[src/logic/cbiu_regs.svh]
// constants of the byte bus interface unit
`ifndef CBIU_REGS_SVH
`define CBIU_REGS_SVH
// prefetch queue depth in bytes
`define CBIU_Q_DEPTH 4'h4
// shift that turns an interrupt type into a vector table pointer
`define CBIU_VEC_SHIFT 2
// coded cycle status values
`define CBIU_ST_IRQ_ACK 3'h0
`define CBIU_ST_IO_RD 3'h1
`define CBIU_ST_IO_WR 3'h2
`define CBIU_ST_HALT 3'h3
`define CBIU_ST_CODE 3'h4
`define CBIU_ST_MEM_RD 3'h5
`define CBIU_ST_MEM_WR 3'h6
`define CBIU_ST_PASSIVE 3'h7
// reset value of the prefetch address
`define CBIU_FETCH_RST 16'h0000
`endif

[src/logic/cbiu_pkg.sv]
// types shared by the byte bus interface unit
package cbiu_pkg;
  // bus sequencer states
  typedef enum logic [2:0] {S_IDLE, S_T1, S_T2, S_T3, S_TW, S_T4, S_HLT_DLY, S_HALTED} cbiu_state_e;
  // kinds of request from the execution side
  typedef enum logic [2:0] {K_MEM_RD, K_IO_RD, K_MEM_WR, K_IO_WR, K_IRQ_ACK, K_HALT, K_CODE} cbiu_kind_e;
  // one byte of the data lane
  typedef logic [7:0] cbiu_byte_t;
endpackage : cbiu_pkg

[src/logic/cbiu_bus_unit.sv]
// byte wide multiplexed bus interface unit with prefetch queue
`timescale 1ns/1ns
`include "cbiu_regs.svh"
// Overview of operation
// - address latch strobe pulses in T1
// - upper address held on dedicated lines
// - io_not_mem valid from T1 to T4
// - read floats bus at T2, strobe T2
// - minimum mode drives transceiver direction and enable
// - write data on bus T2 through T4
// - write strobe T2 through T3 and waits
// - acknowledge like read, address not driven
// - two acknowledges, type byte times four
// - maximum mode codes cycle type on status
// - word transfers as two byte cycles
// - four byte queue, fetch when space
// - word access costs four extra clocks
// - minimum mode lowest status bit on pin
// - io_not_mem high for io, low memory
// - halt delays latch strobe one clock
// - no high byte enable, one lane
// - strap selects direct strobes or coded status
module cbiu_bus_unit
  import cbiu_pkg::*;
(
  input wire logic sys_clk_i,
  input wire logic rst_b_i,
  input wire logic mode_strap_i,
  input wire logic ready_i,
  input wire logic [7:0] muxed_addr_data_low_i,
  output logic [7:0] muxed_addr_data_low_o,
  output logic muxed_addr_data_low_oe_o,
  output logic [7:0] upper_address_lines_o,
  output logic io_not_mem_o,
  output logic read_strobe_n_o,
  output logic write_strobe_n_o,
  output logic irq_ack_strobe_n_o,
  output logic addr_latch_strobe_o,
  output logic xcvr_direction_o,
  output logic xcvr_enable_n_o,
  output logic cycle_status_2_o,
  output logic cycle_status_1_o,
  output logic cycle_status_0_o,
  output logic min_mode_status_bit_o,
  input wire logic req_valid_i,
  output logic req_ready_o,
  input wire cbiu_kind_e req_kind_i,
  input wire logic req_word_i,
  input wire logic [15:0] req_addr_i,
  input wire logic [15:0] req_wdata_i,
  output logic rsp_valid_o,
  output logic [15:0] rsp_data_o,
  output logic [9:0] vector_ptr_o,
  input wire logic wake_i,
  input wire logic fetch_load_i,
  input wire logic [15:0] fetch_addr_i,
  output logic q_valid_o,
  output cbiu_byte_t q_data_o,
  input wire logic q_pop_i
);

  ////////////////////////////////////////////////////////////////////////////
  // functions

  // status code of a cycle kind
  function automatic logic [2:0] cbiu_code(input cbiu_kind_e k);
    unique case (k)
      K_IRQ_ACK: cbiu_code = `CBIU_ST_IRQ_ACK;
      K_IO_RD: cbiu_code = `CBIU_ST_IO_RD;
      K_IO_WR: cbiu_code = `CBIU_ST_IO_WR;
      K_HALT: cbiu_code = `CBIU_ST_HALT;
      K_CODE: cbiu_code = `CBIU_ST_CODE;
      K_MEM_RD: cbiu_code = `CBIU_ST_MEM_RD;
      K_MEM_WR: cbiu_code = `CBIU_ST_MEM_WR;
      default: cbiu_code = `CBIU_ST_PASSIVE;
    endcase
  endfunction : cbiu_code

  // vector table pointer from a type byte
  function automatic logic [9:0] cbiu_vec(input cbiu_byte_t t);
    cbiu_vec = {2'h0, t} << `CBIU_VEC_SHIFT;
  endfunction : cbiu_vec

  ////////////////////////////////////////////////////////////////////////////
  // reset release and pin synchronisers
  logic [1:0] rst_sync; // reset release chain
  logic rst_n; // released reset
  logic strap_meta, strap_sync; // mode strap sync
  logic ready_meta, ready_sync; // ready sync
  cbiu_byte_t din_meta, din_sync; // data lane sync

  // two flops release the reset
  always_ff @(posedge sys_clk_i or negedge rst_b_i)
  begin
    if (!rst_b_i)
      rst_sync <= 2'h0;
    else
      rst_sync <= {rst_sync[0], 1'b1};
  end
  assign rst_n = rst_sync[1];

  // two flops on every pin input
  always_ff @(posedge sys_clk_i or negedge rst_n)
  begin
    if (!rst_n)
    begin
      strap_meta <= 1'b1;
      strap_sync <= 1'b1;
      ready_meta <= 1'b0;
      ready_sync <= 1'b0;
      din_meta <= 8'h00;
      din_sync <= 8'h00;
    end
    else
    begin
      strap_meta <= mode_strap_i;
      strap_sync <= strap_meta;
      ready_meta <= ready_i;
      ready_sync <= ready_meta;
      din_meta <= muxed_addr_data_low_i;
      din_sync <= din_meta;
    end
  end

  ////////////////////////////////////////////////////////////////////////////
  // state and decode
  cbiu_state_e state, next_state; // bus sequencer
  cbiu_kind_e op_kind; // kind of running operation
  logic [15:0] op_addr; // first byte address
  logic [15:0] op_wdata; // write word
  logic op_word; // two byte cycles
  logic op_second; // second byte cycle running
  logic op_eu; // operation from execution side
  cbiu_byte_t lo_byte; // first byte read
  logic [15:0] fetch_ip; // next prefetch address
  logic [2:0] q_cnt; // bytes held in queue
  logic [1:0] wr_ptr, rd_ptr; // queue pointers
  logic fetch_dead; // running fetch was flushed
  logic q_stale; // read register not yet current
  logic halt_ale; // delayed latch strobe for halt
  cbiu_byte_t ad_out; // lane output register
  logic ad_oe; // lane drive enable register
  cbiu_byte_t upper; // upper address register

  wire min_mode = strap_sync;
  wire in_cycle = state inside {S_T1, S_T2, S_T3, S_TW, S_T4};
  wire data_phase = state inside {S_T2, S_T3, S_TW};
  wire halting = state inside {S_HLT_DLY, S_HALTED};
  wire is_wr = op_kind inside {K_MEM_WR, K_IO_WR};
  wire is_ack = op_kind == K_IRQ_ACK;
  wire is_io = op_kind inside {K_IO_RD, K_IO_WR};
  wire op_more = op_word && !op_second;
  wire last_t = state == S_T4;
  wire fetch_busy = in_cycle && op_kind == K_CODE;
  wire [3:0] q_used = {1'b0, q_cnt} + {3'h0, fetch_busy};
  wire q_room = q_used < `CBIU_Q_DEPTH;
  wire eu_take = req_valid_i && req_ready_o;
  wire fetch_take = req_ready_o && !req_valid_i && q_room && !fetch_load_i;
  wire eu_halt = eu_take && req_kind_i == K_HALT;
  wire q_wr = last_t && op_kind == K_CODE && !fetch_dead && !fetch_load_i;
  wire q_pop = q_pop_i && q_valid_o;
  wire [1:0] next_rd_ptr = fetch_load_i ? 2'h0 : rd_ptr + {1'b0, q_pop};
  wire [15:0] start_addr = eu_take ? req_addr_i : fetch_take ? fetch_ip : op_addr + 16'h0001;
  wire next_ack = eu_take ? req_kind_i == K_IRQ_ACK : is_ack;
  wire enter_t1 = next_state == S_T1;
  // one lane only: write byte picked from low or high half
  wire [7:0] wbyte = op_second ? op_wdata[15:8] : op_wdata[7:0];
  wire [2:0] st_code = cbiu_code(op_kind);

  assign req_ready_o = state == S_IDLE;

  ////////////////////////////////////////////////////////////////////////////
  // next state
  always_comb
  begin
    next_state = state;
    unique case (state)
      S_IDLE:
        if (eu_halt)
          next_state = min_mode ? S_HLT_DLY : S_HALTED;
        else if (eu_take || fetch_take)
          next_state = S_T1;
      S_T1: next_state = S_T2;
      S_T2: next_state = S_T3;
      // wait while ready is low
      S_T3, S_TW: next_state = ready_sync ? S_T4 : S_TW;
      // second byte follows back to back
      S_T4: next_state = op_more ? S_T1 : S_IDLE;
      S_HLT_DLY: next_state = S_HALTED;
      S_HALTED: next_state = wake_i ? S_IDLE : S_HALTED;
    endcase
  end

  ////////////////////////////////////////////////////////////////////////////
  // sequencer and operation registers
  always_ff @(posedge sys_clk_i or negedge rst_n)
  begin
    if (!rst_n)
    begin
      state <= S_IDLE;
      op_kind <= K_MEM_RD;
      op_addr <= 16'h0000;
      op_wdata <= 16'h0000;
      op_word <= 1'b0;
      op_second <= 1'b0;
      op_eu <= 1'b0;
    end
    else
    begin
      state <= next_state;
      if (eu_take)
      begin
        op_kind <= req_kind_i;
        op_addr <= req_addr_i;
        op_wdata <= req_wdata_i;
        op_word <= req_word_i || req_kind_i == K_IRQ_ACK;
        op_second <= 1'b0;
        op_eu <= 1'b1;
      end
      else if (fetch_take)
      begin
        op_kind <= K_CODE;
        op_addr <= fetch_ip;
        op_word <= 1'b0;
        op_second <= 1'b0;
        op_eu <= 1'b0;
      end
      else if (last_t && op_more)
        op_second <= 1'b1;
    end
  end

  ////////////////////////////////////////////////////////////////////////////
  // lane, upper address and halt strobe registers
  always_ff @(posedge sys_clk_i or negedge rst_n)
  begin
    if (!rst_n)
    begin
      ad_out <= 8'h00;
      ad_oe <= 1'b0;
      upper <= 8'h00;
      halt_ale <= 1'b0;
    end
    else
    begin
      halt_ale <= state == S_HLT_DLY;
      // address out in T1, write data from T2, bus floats for reads
      if (enter_t1)
        ad_out <= start_addr[7:0];
      else if (state == S_T1)
        ad_out <= wbyte;
      if (enter_t1)
        ad_oe <= !next_ack;
      else
        ad_oe <= next_state inside {S_T2, S_T3, S_TW, S_T4} && is_wr;
      if (enter_t1 && !next_ack)
        upper <= start_addr[15:8];
    end
  end

  ////////////////////////////////////////////////////////////////////////////
  // read capture and answers
  always_ff @(posedge sys_clk_i or negedge rst_n)
  begin
    if (!rst_n)
    begin
      lo_byte <= 8'h00;
      rsp_valid_o <= 1'b0;
      rsp_data_o <= 16'h0000;
      vector_ptr_o <= 10'h000;
    end
    else
    begin
      rsp_valid_o <= last_t && !op_more && op_eu;
      if (last_t && op_more)
        lo_byte <= din_sync;
      if (last_t && !op_more && op_eu && !is_wr)
        rsp_data_o <= op_word ? {din_sync, lo_byte} : {8'h00, din_sync};
      if (last_t && is_ack && op_second)
        vector_ptr_o <= cbiu_vec(din_sync);
    end
  end

  ////////////////////////////////////////////////////////////////////////////
  // prefetch queue control
  always_ff @(posedge sys_clk_i or negedge rst_n)
  begin
    if (!rst_n)
    begin
      fetch_ip <= `CBIU_FETCH_RST;
      q_cnt <= 3'h0;
      wr_ptr <= 2'h0;
      rd_ptr <= 2'h0;
      fetch_dead <= 1'b0;
      q_stale <= 1'b0;
    end
    else
    begin
      rd_ptr <= next_rd_ptr;
      q_stale <= q_wr && wr_ptr == next_rd_ptr;
      if (fetch_load_i)
      begin
        fetch_ip <= fetch_addr_i;
        q_cnt <= 3'h0;
        wr_ptr <= 2'h0;
        fetch_dead <= fetch_busy;
      end
      else
      begin
        if (fetch_take)
        begin
          fetch_ip <= fetch_ip + 16'h0001;
          fetch_dead <= 1'b0;
        end
        if (q_wr)
          wr_ptr <= wr_ptr + 2'h1;
        q_cnt <= q_cnt + {2'h0, q_wr} - {2'h0, q_pop};
      end
    end
  end

  assign q_valid_o = q_cnt != 3'h0 && !q_stale;

  // queue storage
  cbiu_queue_mem u_qmem (
    .sys_clk_i(sys_clk_i),
    .rst_n_i(rst_n),
    .wr_en_i(q_wr),
    .wr_addr_i(wr_ptr),
    .wr_data_i(din_sync),
    .rd_addr_i(next_rd_ptr),
    .rd_data_o(q_data_o)
  );

  ////////////////////////////////////////////////////////////////////////////
  // pin decode
  assign muxed_addr_data_low_o = ad_out;
  assign muxed_addr_data_low_oe_o = ad_oe;
  assign upper_address_lines_o = upper;
  // direct strobes only in minimum mode
  assign addr_latch_strobe_o = min_mode && (state == S_T1 || halt_ale);
  assign read_strobe_n_o = !(min_mode && data_phase && !is_wr && !is_ack);
  assign write_strobe_n_o = !(min_mode && data_phase && is_wr);
  assign irq_ack_strobe_n_o = !(min_mode && data_phase && is_ack);
  assign io_not_mem_o = min_mode && (in_cycle || halting) && is_io;
  assign xcvr_direction_o = !(min_mode && in_cycle && !is_wr);
  assign xcvr_enable_n_o = !(min_mode && state inside {S_T2, S_T3, S_TW, S_T4});
  // coded status in maximum mode, passive otherwise
  wire st_show = !min_mode && (state inside {S_T1, S_T2} || halting);
  wire [2:0] st_pins = st_show ? st_code : `CBIU_ST_PASSIVE;
  assign cycle_status_2_o = st_pins[2];
  assign cycle_status_1_o = st_pins[1];
  assign cycle_status_0_o = st_pins[0];
  assign min_mode_status_bit_o = (min_mode && (in_cycle || halting)) ? st_code[0] : 1'b1;

  ////////////////////////////////////////////////////////////////////////////
  // assertions
  cbiu_byte_t din_sync_q; // type byte one edge late, for the vector check

  // type byte as seen at the capturing edge, for the vector check
  always_ff @(posedge sys_clk_i or negedge rst_n)
  begin
    if (!rst_n)
      din_sync_q <= 8'h00;
    else
      din_sync_q <= din_sync;
  end
endmodule : cbiu_bus_unit

[src/logic/cbiu_queue_mem.sv]
// storage of the instruction prefetch queue, registered read
`timescale 1ns/1ns
module cbiu_queue_mem
  import cbiu_pkg::*;
(
  input wire logic sys_clk_i,
  input wire logic rst_n_i,
  input wire logic wr_en_i,
  input wire logic [1:0] wr_addr_i,
  input wire cbiu_byte_t wr_data_i,
  input wire logic [1:0] rd_addr_i,
  output cbiu_byte_t rd_data_o
);
  // four byte slots
  cbiu_byte_t mem [0:3];

  ////////////////////////////////////////////////////////////////////////////
  // write port
  always_ff @(posedge sys_clk_i)
  begin
    if (wr_en_i)
      mem[wr_addr_i] <= wr_data_i;
  end

  ////////////////////////////////////////////////////////////////////////////
  // read register, cleared at reset
  always_ff @(posedge sys_clk_i or negedge rst_n_i)
  begin
    if (!rst_n_i)
      rd_data_o <= 8'h00;
    else
      rd_data_o <= mem[rd_addr_i];
  end
endmodule : cbiu_queue_mem

[config.mk]
export PLATFORM = sky130hd
export DESIGN_NAME = cbiu_bus_unit
export DESIGN_NICKNAME = d
export VERILOG_FILES = /design/src/logic/cbiu_pkg.sv /design/src/logic/cbiu_bus_unit.sv /design/src/logic/cbiu_queue_mem.sv
export VERILOG_INCLUDE_DIRS = /design/src /design/src/logic
export SDC_FILE = /design/constraint.sdc
export NUM_CORES = 1
export LEC_CHECK = 0
export BUFFER_PORTS_ARGS = -buffer_cell sky130_fd_sc_hd__buf_2
export CORE_ASPECT_RATIO = 1.1
export CORE_MARGIN = 2
export CORE_UTILIZATION = 51
export CTS_CLUSTER_SIZE = 40
export DETAILED_ROUTE_END_ITERATION = 16
export PLACE_DENSITY = 0.79
export SLEW_MARGIN = 5
export SYNTH_ARGS = -nofsm -noshare
export SYNTH_HDL_FRONTEND = slang
export SYNTH_SLANG_ARGS = --single-unit
[constraint.sdc]
create_clock -name sys_clk_i -period 4.9 [get_ports sys_clk_i]
set_clock_uncertainty 0.2 [all_clocks]
set_input_delay 0.98 -clock sys_clk_i [delete_from_list [all_inputs] [get_ports sys_clk_i]]
set_output_delay 0.98 -clock sys_clk_i [all_outputs]
set_load 0.03 [all_outputs]
==> metrics.txt, run 1 <==
Setup-failing EPs final 0; Layout Cells excl Fill 1,054; placed cells 1,021; # rows 48; DR DRC count 0; post-synth cell types 64; register area share after synthesis 0.5793; synth-to-layout area growth 17.69%; Critical path destination cycle_status_2_o; Post-synth ARST share 0.8212; Crit Path Category reg -> out; ANT nets after route 0; wire length of the first global-routing pass 28,430 µm; DP Wirelength 12,270 µm; most common cell after layout, fill and taps aside dfrtp_1; Die ar. 16,730 µm²; #FFs+latches synth 179; Die Span X about 120 µm; Initial Utilization 0.5151; num ports 133; critical path endpoint category output port; max-slew violations 0; CTS clock-pin slew for the worst setup and hold paths roughly 0.060 ns; clock root cell clkbuf_16; Syn Area/Cell 11.13 µm²; crit-path max FO 18; Starting DRT DRC Count between 400 and 500; Post CTS Setup Buffer Count 0; most frequent cells in the layout dfrtp_1 (144), nand2_1 (139), buf_2 (130); DP Area 8805 µm²; Num CTS Buffers 17; worst flop-to-flop path startpoint state[1]; Routability Congestion 0.8786; Hold Path Class in -> async; worst r2r path cells 7; fmax roughly 280 MHz; Synth area leader dfrtp_1; pwr dens 616.8 nW/µm²; Final TNS setup 0 ns; WL per Instance 16.89 µm; via count 5,744; Total GRT Usage 0.2233; CP Launch Type register; worst slew pin tran 0.8720 ns; number of enable flip-flop cells after synthesis 32; Net Switching 2.260 mW; # hold bufs at CTS 0; worst path required time 3.72 ns; initial antenna violation count 1; H-tree depth 4; layout cell share with drive strength beyond 1 0.2474; input/output buffers 130; switching share of power 0.3885; vias in the first global route 5,476; Worst slew margin 0.4173; VDD IR max a little over 300 µV; WL final 17,800 µm; final instance area 9430 µm²; FF-to-FF End upper_address_lines_o[6]; flop2flop setup slack 1.71 ns; CTS tree yes; Flop pwr share 0.403; vias per cell ~5.4; combinational fraction of design power 0.353; hold violation count in the final report 0; clk_lat worst skew 0.43 ns; Max clock buf depth 2; Internal 3.557 mW; Critical path origin state[1]; Synth Instances a little over 700; run status complete, no violations; RSZ-0062 raised after global routing false; Final Cycle Share 0.7255; CTS resizes 0; Cell Area, Synth 8013 µm²; Critical Path AT approximately 2.4 ns; Ys Warns 0; Remaining Overflow, GRT 0; Min Clock Period, post-route 3.555 ns; max-cap violation count 0; DRT Pass-1 Iters 4; largest net degree at the start of global routing ~80; clock sink total 179; leakage power 4.293 nW; Die H 135.5 µm; clock power share 0.245; top cells by area, synth dfrtp_1 (45%), edfxtp_1 (12%), nand2_1 (6.5%); core area 15,550 µm²; share of the synthesized area in the top cell type 0.4528; Nets approximately 920; ys flop type dfrtp_1
==> state kept, by name, summed over array words and instances (netlist names), 8 cells and up <==
name	cells
rsp_data_o	16
din_meta	8
lo_byte	8
u_qmem.rd_data_o	8
op_addr	16
vector_ptr_o	8
muxed_addr_data_low_o	8
fetch_ip	16
upper_address_lines_o	8
op_wdata	16
din_sync	8
u_qmem.mem	32
==> synth_stat cells, drive strengths merged, types with 3 or more instances <==
master / count
a21o: 3
mux4: 8
o211ai: 7
nand2: 140
a211o: 3
a31oi: 14
mux2i: 27
and4: 5
edfxtp: 32
ha: 10
nand2b: 7
and2: 6
a21oi: 18
a211oi: 4
o221ai: 5
and3: 8
buf: 14
inv: 15
mux2: 20
nor2: 46
xnor2: 19
dfrtp: 145
xor2: 12
nor2b: 5
o21ai: 55
nor3: 12
and3b: 3
clkbuf: 22
nand4: 8
nand3: 16
==> layer usage <==
metal | vias up | routed length [µm] | track usage
met1 | 2770 | 8077 | 0.3251
met5 | - | 0 | 0
met4 | 0 | 525 | 0.09659
li1 | 2750 | - | -
met3 | 36 | 1118 | 0.05808
met2 | 188 | 8075 | 0.3165
==> worst min path at each step <==
stage / from / slack, ns / endpoint / depth (start not counted)
after floorplan: din_meta[0] / 0.13 / din_sync[0] / 0
after global placement: din_meta[5] / 0.13 / din_sync[5] / 0
after detailed placement: din_meta[0] / 0.13 / din_sync[0] / 0
after CTS: rst_b_i / 0.11 / rst_sync[1] / 1
after global routing: rst_b_i / 0.11 / rst_sync[1] / 1
final: rst_b_i / 0.12 / rst_sync[1] / 1
==> per-stage QoR <==
step	setup slack [ns]	hold WS [ns]	utilization	total power [mW]
6_report	1.345	0.1212	0.6063	5.817
5_1_grt	1.178	0.1084	0.6063	6.166
4_1_cts	1.335	0.1102	0.6061	5.844
3_5_place_dp	1.470	0.1347	0.5660	4.410
3_3_place_gp	1.574	0.1330	0.5660	4.348
2_1_floorplan	0.3044	0.1312	-	3.845
==> power by group through the flow <==
stage	logic [mW]	clock network, mW	registers [mW]
2_1_floorplan	1.28	0	2.56
3_3_place_gp	2.00	0	2.35
3_5_place_dp	2.05	0	2.36
4_1_cts	2.07	1.44	2.33
5_1_grt	2.26	1.51	2.40
6_report	2.05	1.42	2.34
==> cells by family after synthesis <==
group,synth area share
AO/OA/AOI/OAI,0.09869
multiplexers,0.08432
buffers and inverters,0.03013
AND/OR/NAND/NOR,0.1546
XOR/XNOR,0.03389
adder cells (fa/ha/maj),0.01811
other,0.0009373
flip-flops,0.5793
==> worst max-delay path, stage by stage (launching register included) <==
cell	delay, ns
dfrtp_1	0.55
nor2_1	0.19
nand2_1	0.35
a21oi_1	0.42
o211ai_1	0.21
buf_2	0.22
==> layout make-up <==
cell class	instances	area [µm²]
fillers	1274	6125
repair buffers	136	708.2
clock buffers	22	475.5
well taps	200	250.2
multi-input cells	490	3139
inverters	16	61.31
flip-flops and latches	179	4646
diodes	1	2.502
clock inverters	10	147.6
Power figures use the tool's default switching activity.
==> inputs of run 2 (changes only) <==
--- a/config.mk
+++ b/config.mk
@@ -6,13 +6,14 @@
 export SDC_FILE = /design/constraint.sdc
 export NUM_CORES = 1
 export LEC_CHECK = 0
+export ABC_AREA = 1
 export BUFFER_PORTS_ARGS = -buffer_cell sky130_fd_sc_hd__buf_2
 export CORE_ASPECT_RATIO = 1.1
 export CORE_MARGIN = 2
-export CORE_UTILIZATION = 51
+export CORE_UTILIZATION = 57
 export CTS_CLUSTER_SIZE = 40
 export DETAILED_ROUTE_END_ITERATION = 16
-export PLACE_DENSITY = 0.79
+export PLACE_DENSITY = 0.83
 export SLEW_MARGIN = 5
 export SYNTH_ARGS = -nofsm -noshare
 export SYNTH_HDL_FRONTEND = slang
==> constraint.sdc (replaced) <==
create_clock -name sys_clk_i -period 3.7 [get_ports sys_clk_i]
set_clock_uncertainty 0.2 [all_clocks]
set_input_delay 0.74 -clock sys_clk_i [delete_from_list [all_inputs] [get_ports sys_clk_i]]
set_output_delay 0.74 -clock sys_clk_i [all_outputs]
set_load 0.03 [all_outputs]
==> run 2 against run 1 <==
Effect of this change: clock power grew 23%; setup slack worse by 0.60 ns; die area shrank 8.2%; sequential share of layout area shrank 0.81 points; utilization up 8.3 points; area after synthesis is 2.3% higher; clock-buffer cell count is 2 lower; combinational power up 60%; design area is 1.7% higher; register-to-register slack got worse by 0.97 ns; critical endpoint is now upper_address_lines_o[7]; largest power group is now combinational cells.
==> metrics.txt, run 2 <==
run status complete, no violations; synth-to-layout area growth 16.97%; Syn Area/Cell 9.643 µm²; number of enable flip-flop cells after synthesis 32; WL per Instance 15.81 µm; pwr dens 840.8 nW/µm²; Hold Path Class reg -> reg; Top cell by count, worst path nand2_1; metal3 WL 1297 µm; Crit path max-delay family simple AND/OR/NAND/NOR gates; Total GRT Usage 0.2531; antenna cells 0; DP Wirelength roughly 13,000 µm; Crit Path Category reg -> reg; top cells by area, synth dfrtp_1 (44%), edfxtp_1 (12%), nand2_1 (9.4%); leakage power 4.690 nW; H-tree depth 4; critical path endpoint category register; final core utilization 0.6894; Routability Congestion 0.8933; Critical Path AT 3.07 ns; Crit-path slowest cell dfrtp_1; most frequent cells in the layout nand2_1 (205), dfrtp_1 (144), buf_2 (130); Die H about 130 µm; Critical Path Max Stage Delay 0.58 ns; Min Clock Period, post-route 2.956 ns; ys flop type dfrtp_1; largest net degree at the start of global routing 61; met2 WL post-DR 8814 µm; uppermost layer routed met4; clock sink total ~180; CTS tree yes; Fill cells ~1,100; combinational fraction of design power 0.406; post-route setup slack 0.7437 ns; max reg flops 32; most common cell after layout, fill and taps aside nand2_1; vias in the first global route 6,131; Net Switching 3.433 mW; Post-synth top cells nand2_1 (205), dfrtp_1 (145), inv_1 (83); register with the most flip-flops u_qmem.mem; Nets roughly 1,100; Post-synth ARST share 0.8212; switching share of power 0.4259; num ports roughly 130; clock root cell clkbuf_16; Die ar. 15,360 µm²; count leader, synth nand2_1; Cell Area, Synth 8197 µm²; depth of the worst hold-timing path 0; CTS resizes 0; # hold bufs at CTS 1; #FFs+latches synth 179; worst slew pin tran a little over 0.8 ns; initial antenna violation count 0; worst path required time 3.82 ns; clock power share 0.217; DRT Pass-1 Iters 5; fmax 338.3 MHz; # rows 45; Ys Warns 0; register area share after synthesis 0.5663; via count 6,426; clk_lat worst skew roughly 0.43 ns; Final Cycle Share 0.7990; Layout Cells excl Fill 1,179; placed cells ~1,100; max-cap violation count 0; WL final roughly 19,000 µm; Starting DRT DRC Count 508; Worst slew margin 0.4593; CP Launch Type register; CTS clock-pin slew for the worst setup and hold paths 0.07 ns; Flop pwr share 0.377; share of the synthesized area in the top cell type 0.4427; post-synth cell types 49; Max clock buf depth 2; Worst path depth 13; Post CTS Setup Buffer Count 0; core area 13,910 µm²; Remaining Overflow, GRT 0; Internal 4.628 mW; wire length of the first global-routing pass 30,180 µm; Num CTS Buffers 17; DR DRC count 0; hold violation count in the final report 0; Synth area leader dfrtp_1; worst r2r path cells 13; VDD IR max between 400 and 500 µV; ANT nets after route 0; total power between 8 and 9 mW; RSZ-0062 raised after global routing false; CP cell instances inv_2, nor2_1, a21oi_1, nand2_1, nand4_2, nand2_2, nand4_4, nand2_2, inv_2, nand3_1, nand2_1, nand4_1, nand2_1; crit-path max FO 25; Synth Instances 850; layout cell share with drive strength beyond 1 0.2240; max-slew violations 0; Initial Utilization 0.5894; vias per cell 5.450; metal1 wirelength 7996 µm; Setup-failing EPs final 0; CP Buf/Inv Count 2; Place WS 0.4182 ns; Die Span X 118.3 µm; Final TNS setup 0 ns; input/output buffers 130
[run 2: routing by layer]
layer  up-vias  GRT usage
met4         0     0.1155
met3        35    0.05376
met2       259     0.3965
met5         -          0
met1      3058     0.3447
li1       3074          -
[run 2: final timing paths]
path	start	endpoint	slack, ns
min in group asynchronous	rst_sync[1]	ready_meta	0.21
hold reg to reg	din_meta[6]	din_sync[6]	0.14
max in group asynchronous	rst_sync[1]	fetch_ip[6]	2.29
hold / removal	din_meta[6]	din_sync[6]	0.14
setup / recovery	state[0]	upper_address_lines_o[7]	0.74
setup reg to reg	state[0]	upper_address_lines_o[7]	0.74
[run 2: power groups by stage]
stage / Clock, mW / Sequential [mW] / Combinational [mW]
floorplan: 0 / 3.44 / 2.01
global placement: 0 / 3.04 / 3.16
detailed placement: 0 / 3.06 / 3.25
CTS: 1.76 / 3.03 / 3.27
global route: 1.86 / 3.11 / 3.62
finish: 1.75 / 3.04 / 3.27
[run 2: through the flow]
step,instance area [µm²],hold slack (ns)
finish,9588,0.1444
global route,9588,0.1536
CTS,9588,0.1477
detailed placement,9009,0.1347
global placement,9009,0.1316
floorplan,8202,0.1311
[run 2: final cells by class]
cell class	count	area [µm²]	area share
tap	188	235.2	0.02453
inverter	91	341.6	0.03563
sequential	179	4646	0.4845
timing repair buffer	138	725.7	0.07569
multi-input combinational	551	3070	0.3202
clock buffer	20	436.7	0.04554
clock inverter	12	132.6	0.01383
[run 2: logic make-up after synthesis]
kind of cell / Yosys count / synth area share
buffers and inverters: 121 / 0.06060
AO/OA/AOI/OAI: 109 / 0.07999
adder cells (fa/ha/maj): 11 / 0.01771
flip-flops: 179 / 0.5663
XOR/XNOR: 28 / 0.02992
multiplexers: 24 / 0.03175
AND/OR/NAND/NOR: 376 / 0.2128
other: 2 / 0.0009162
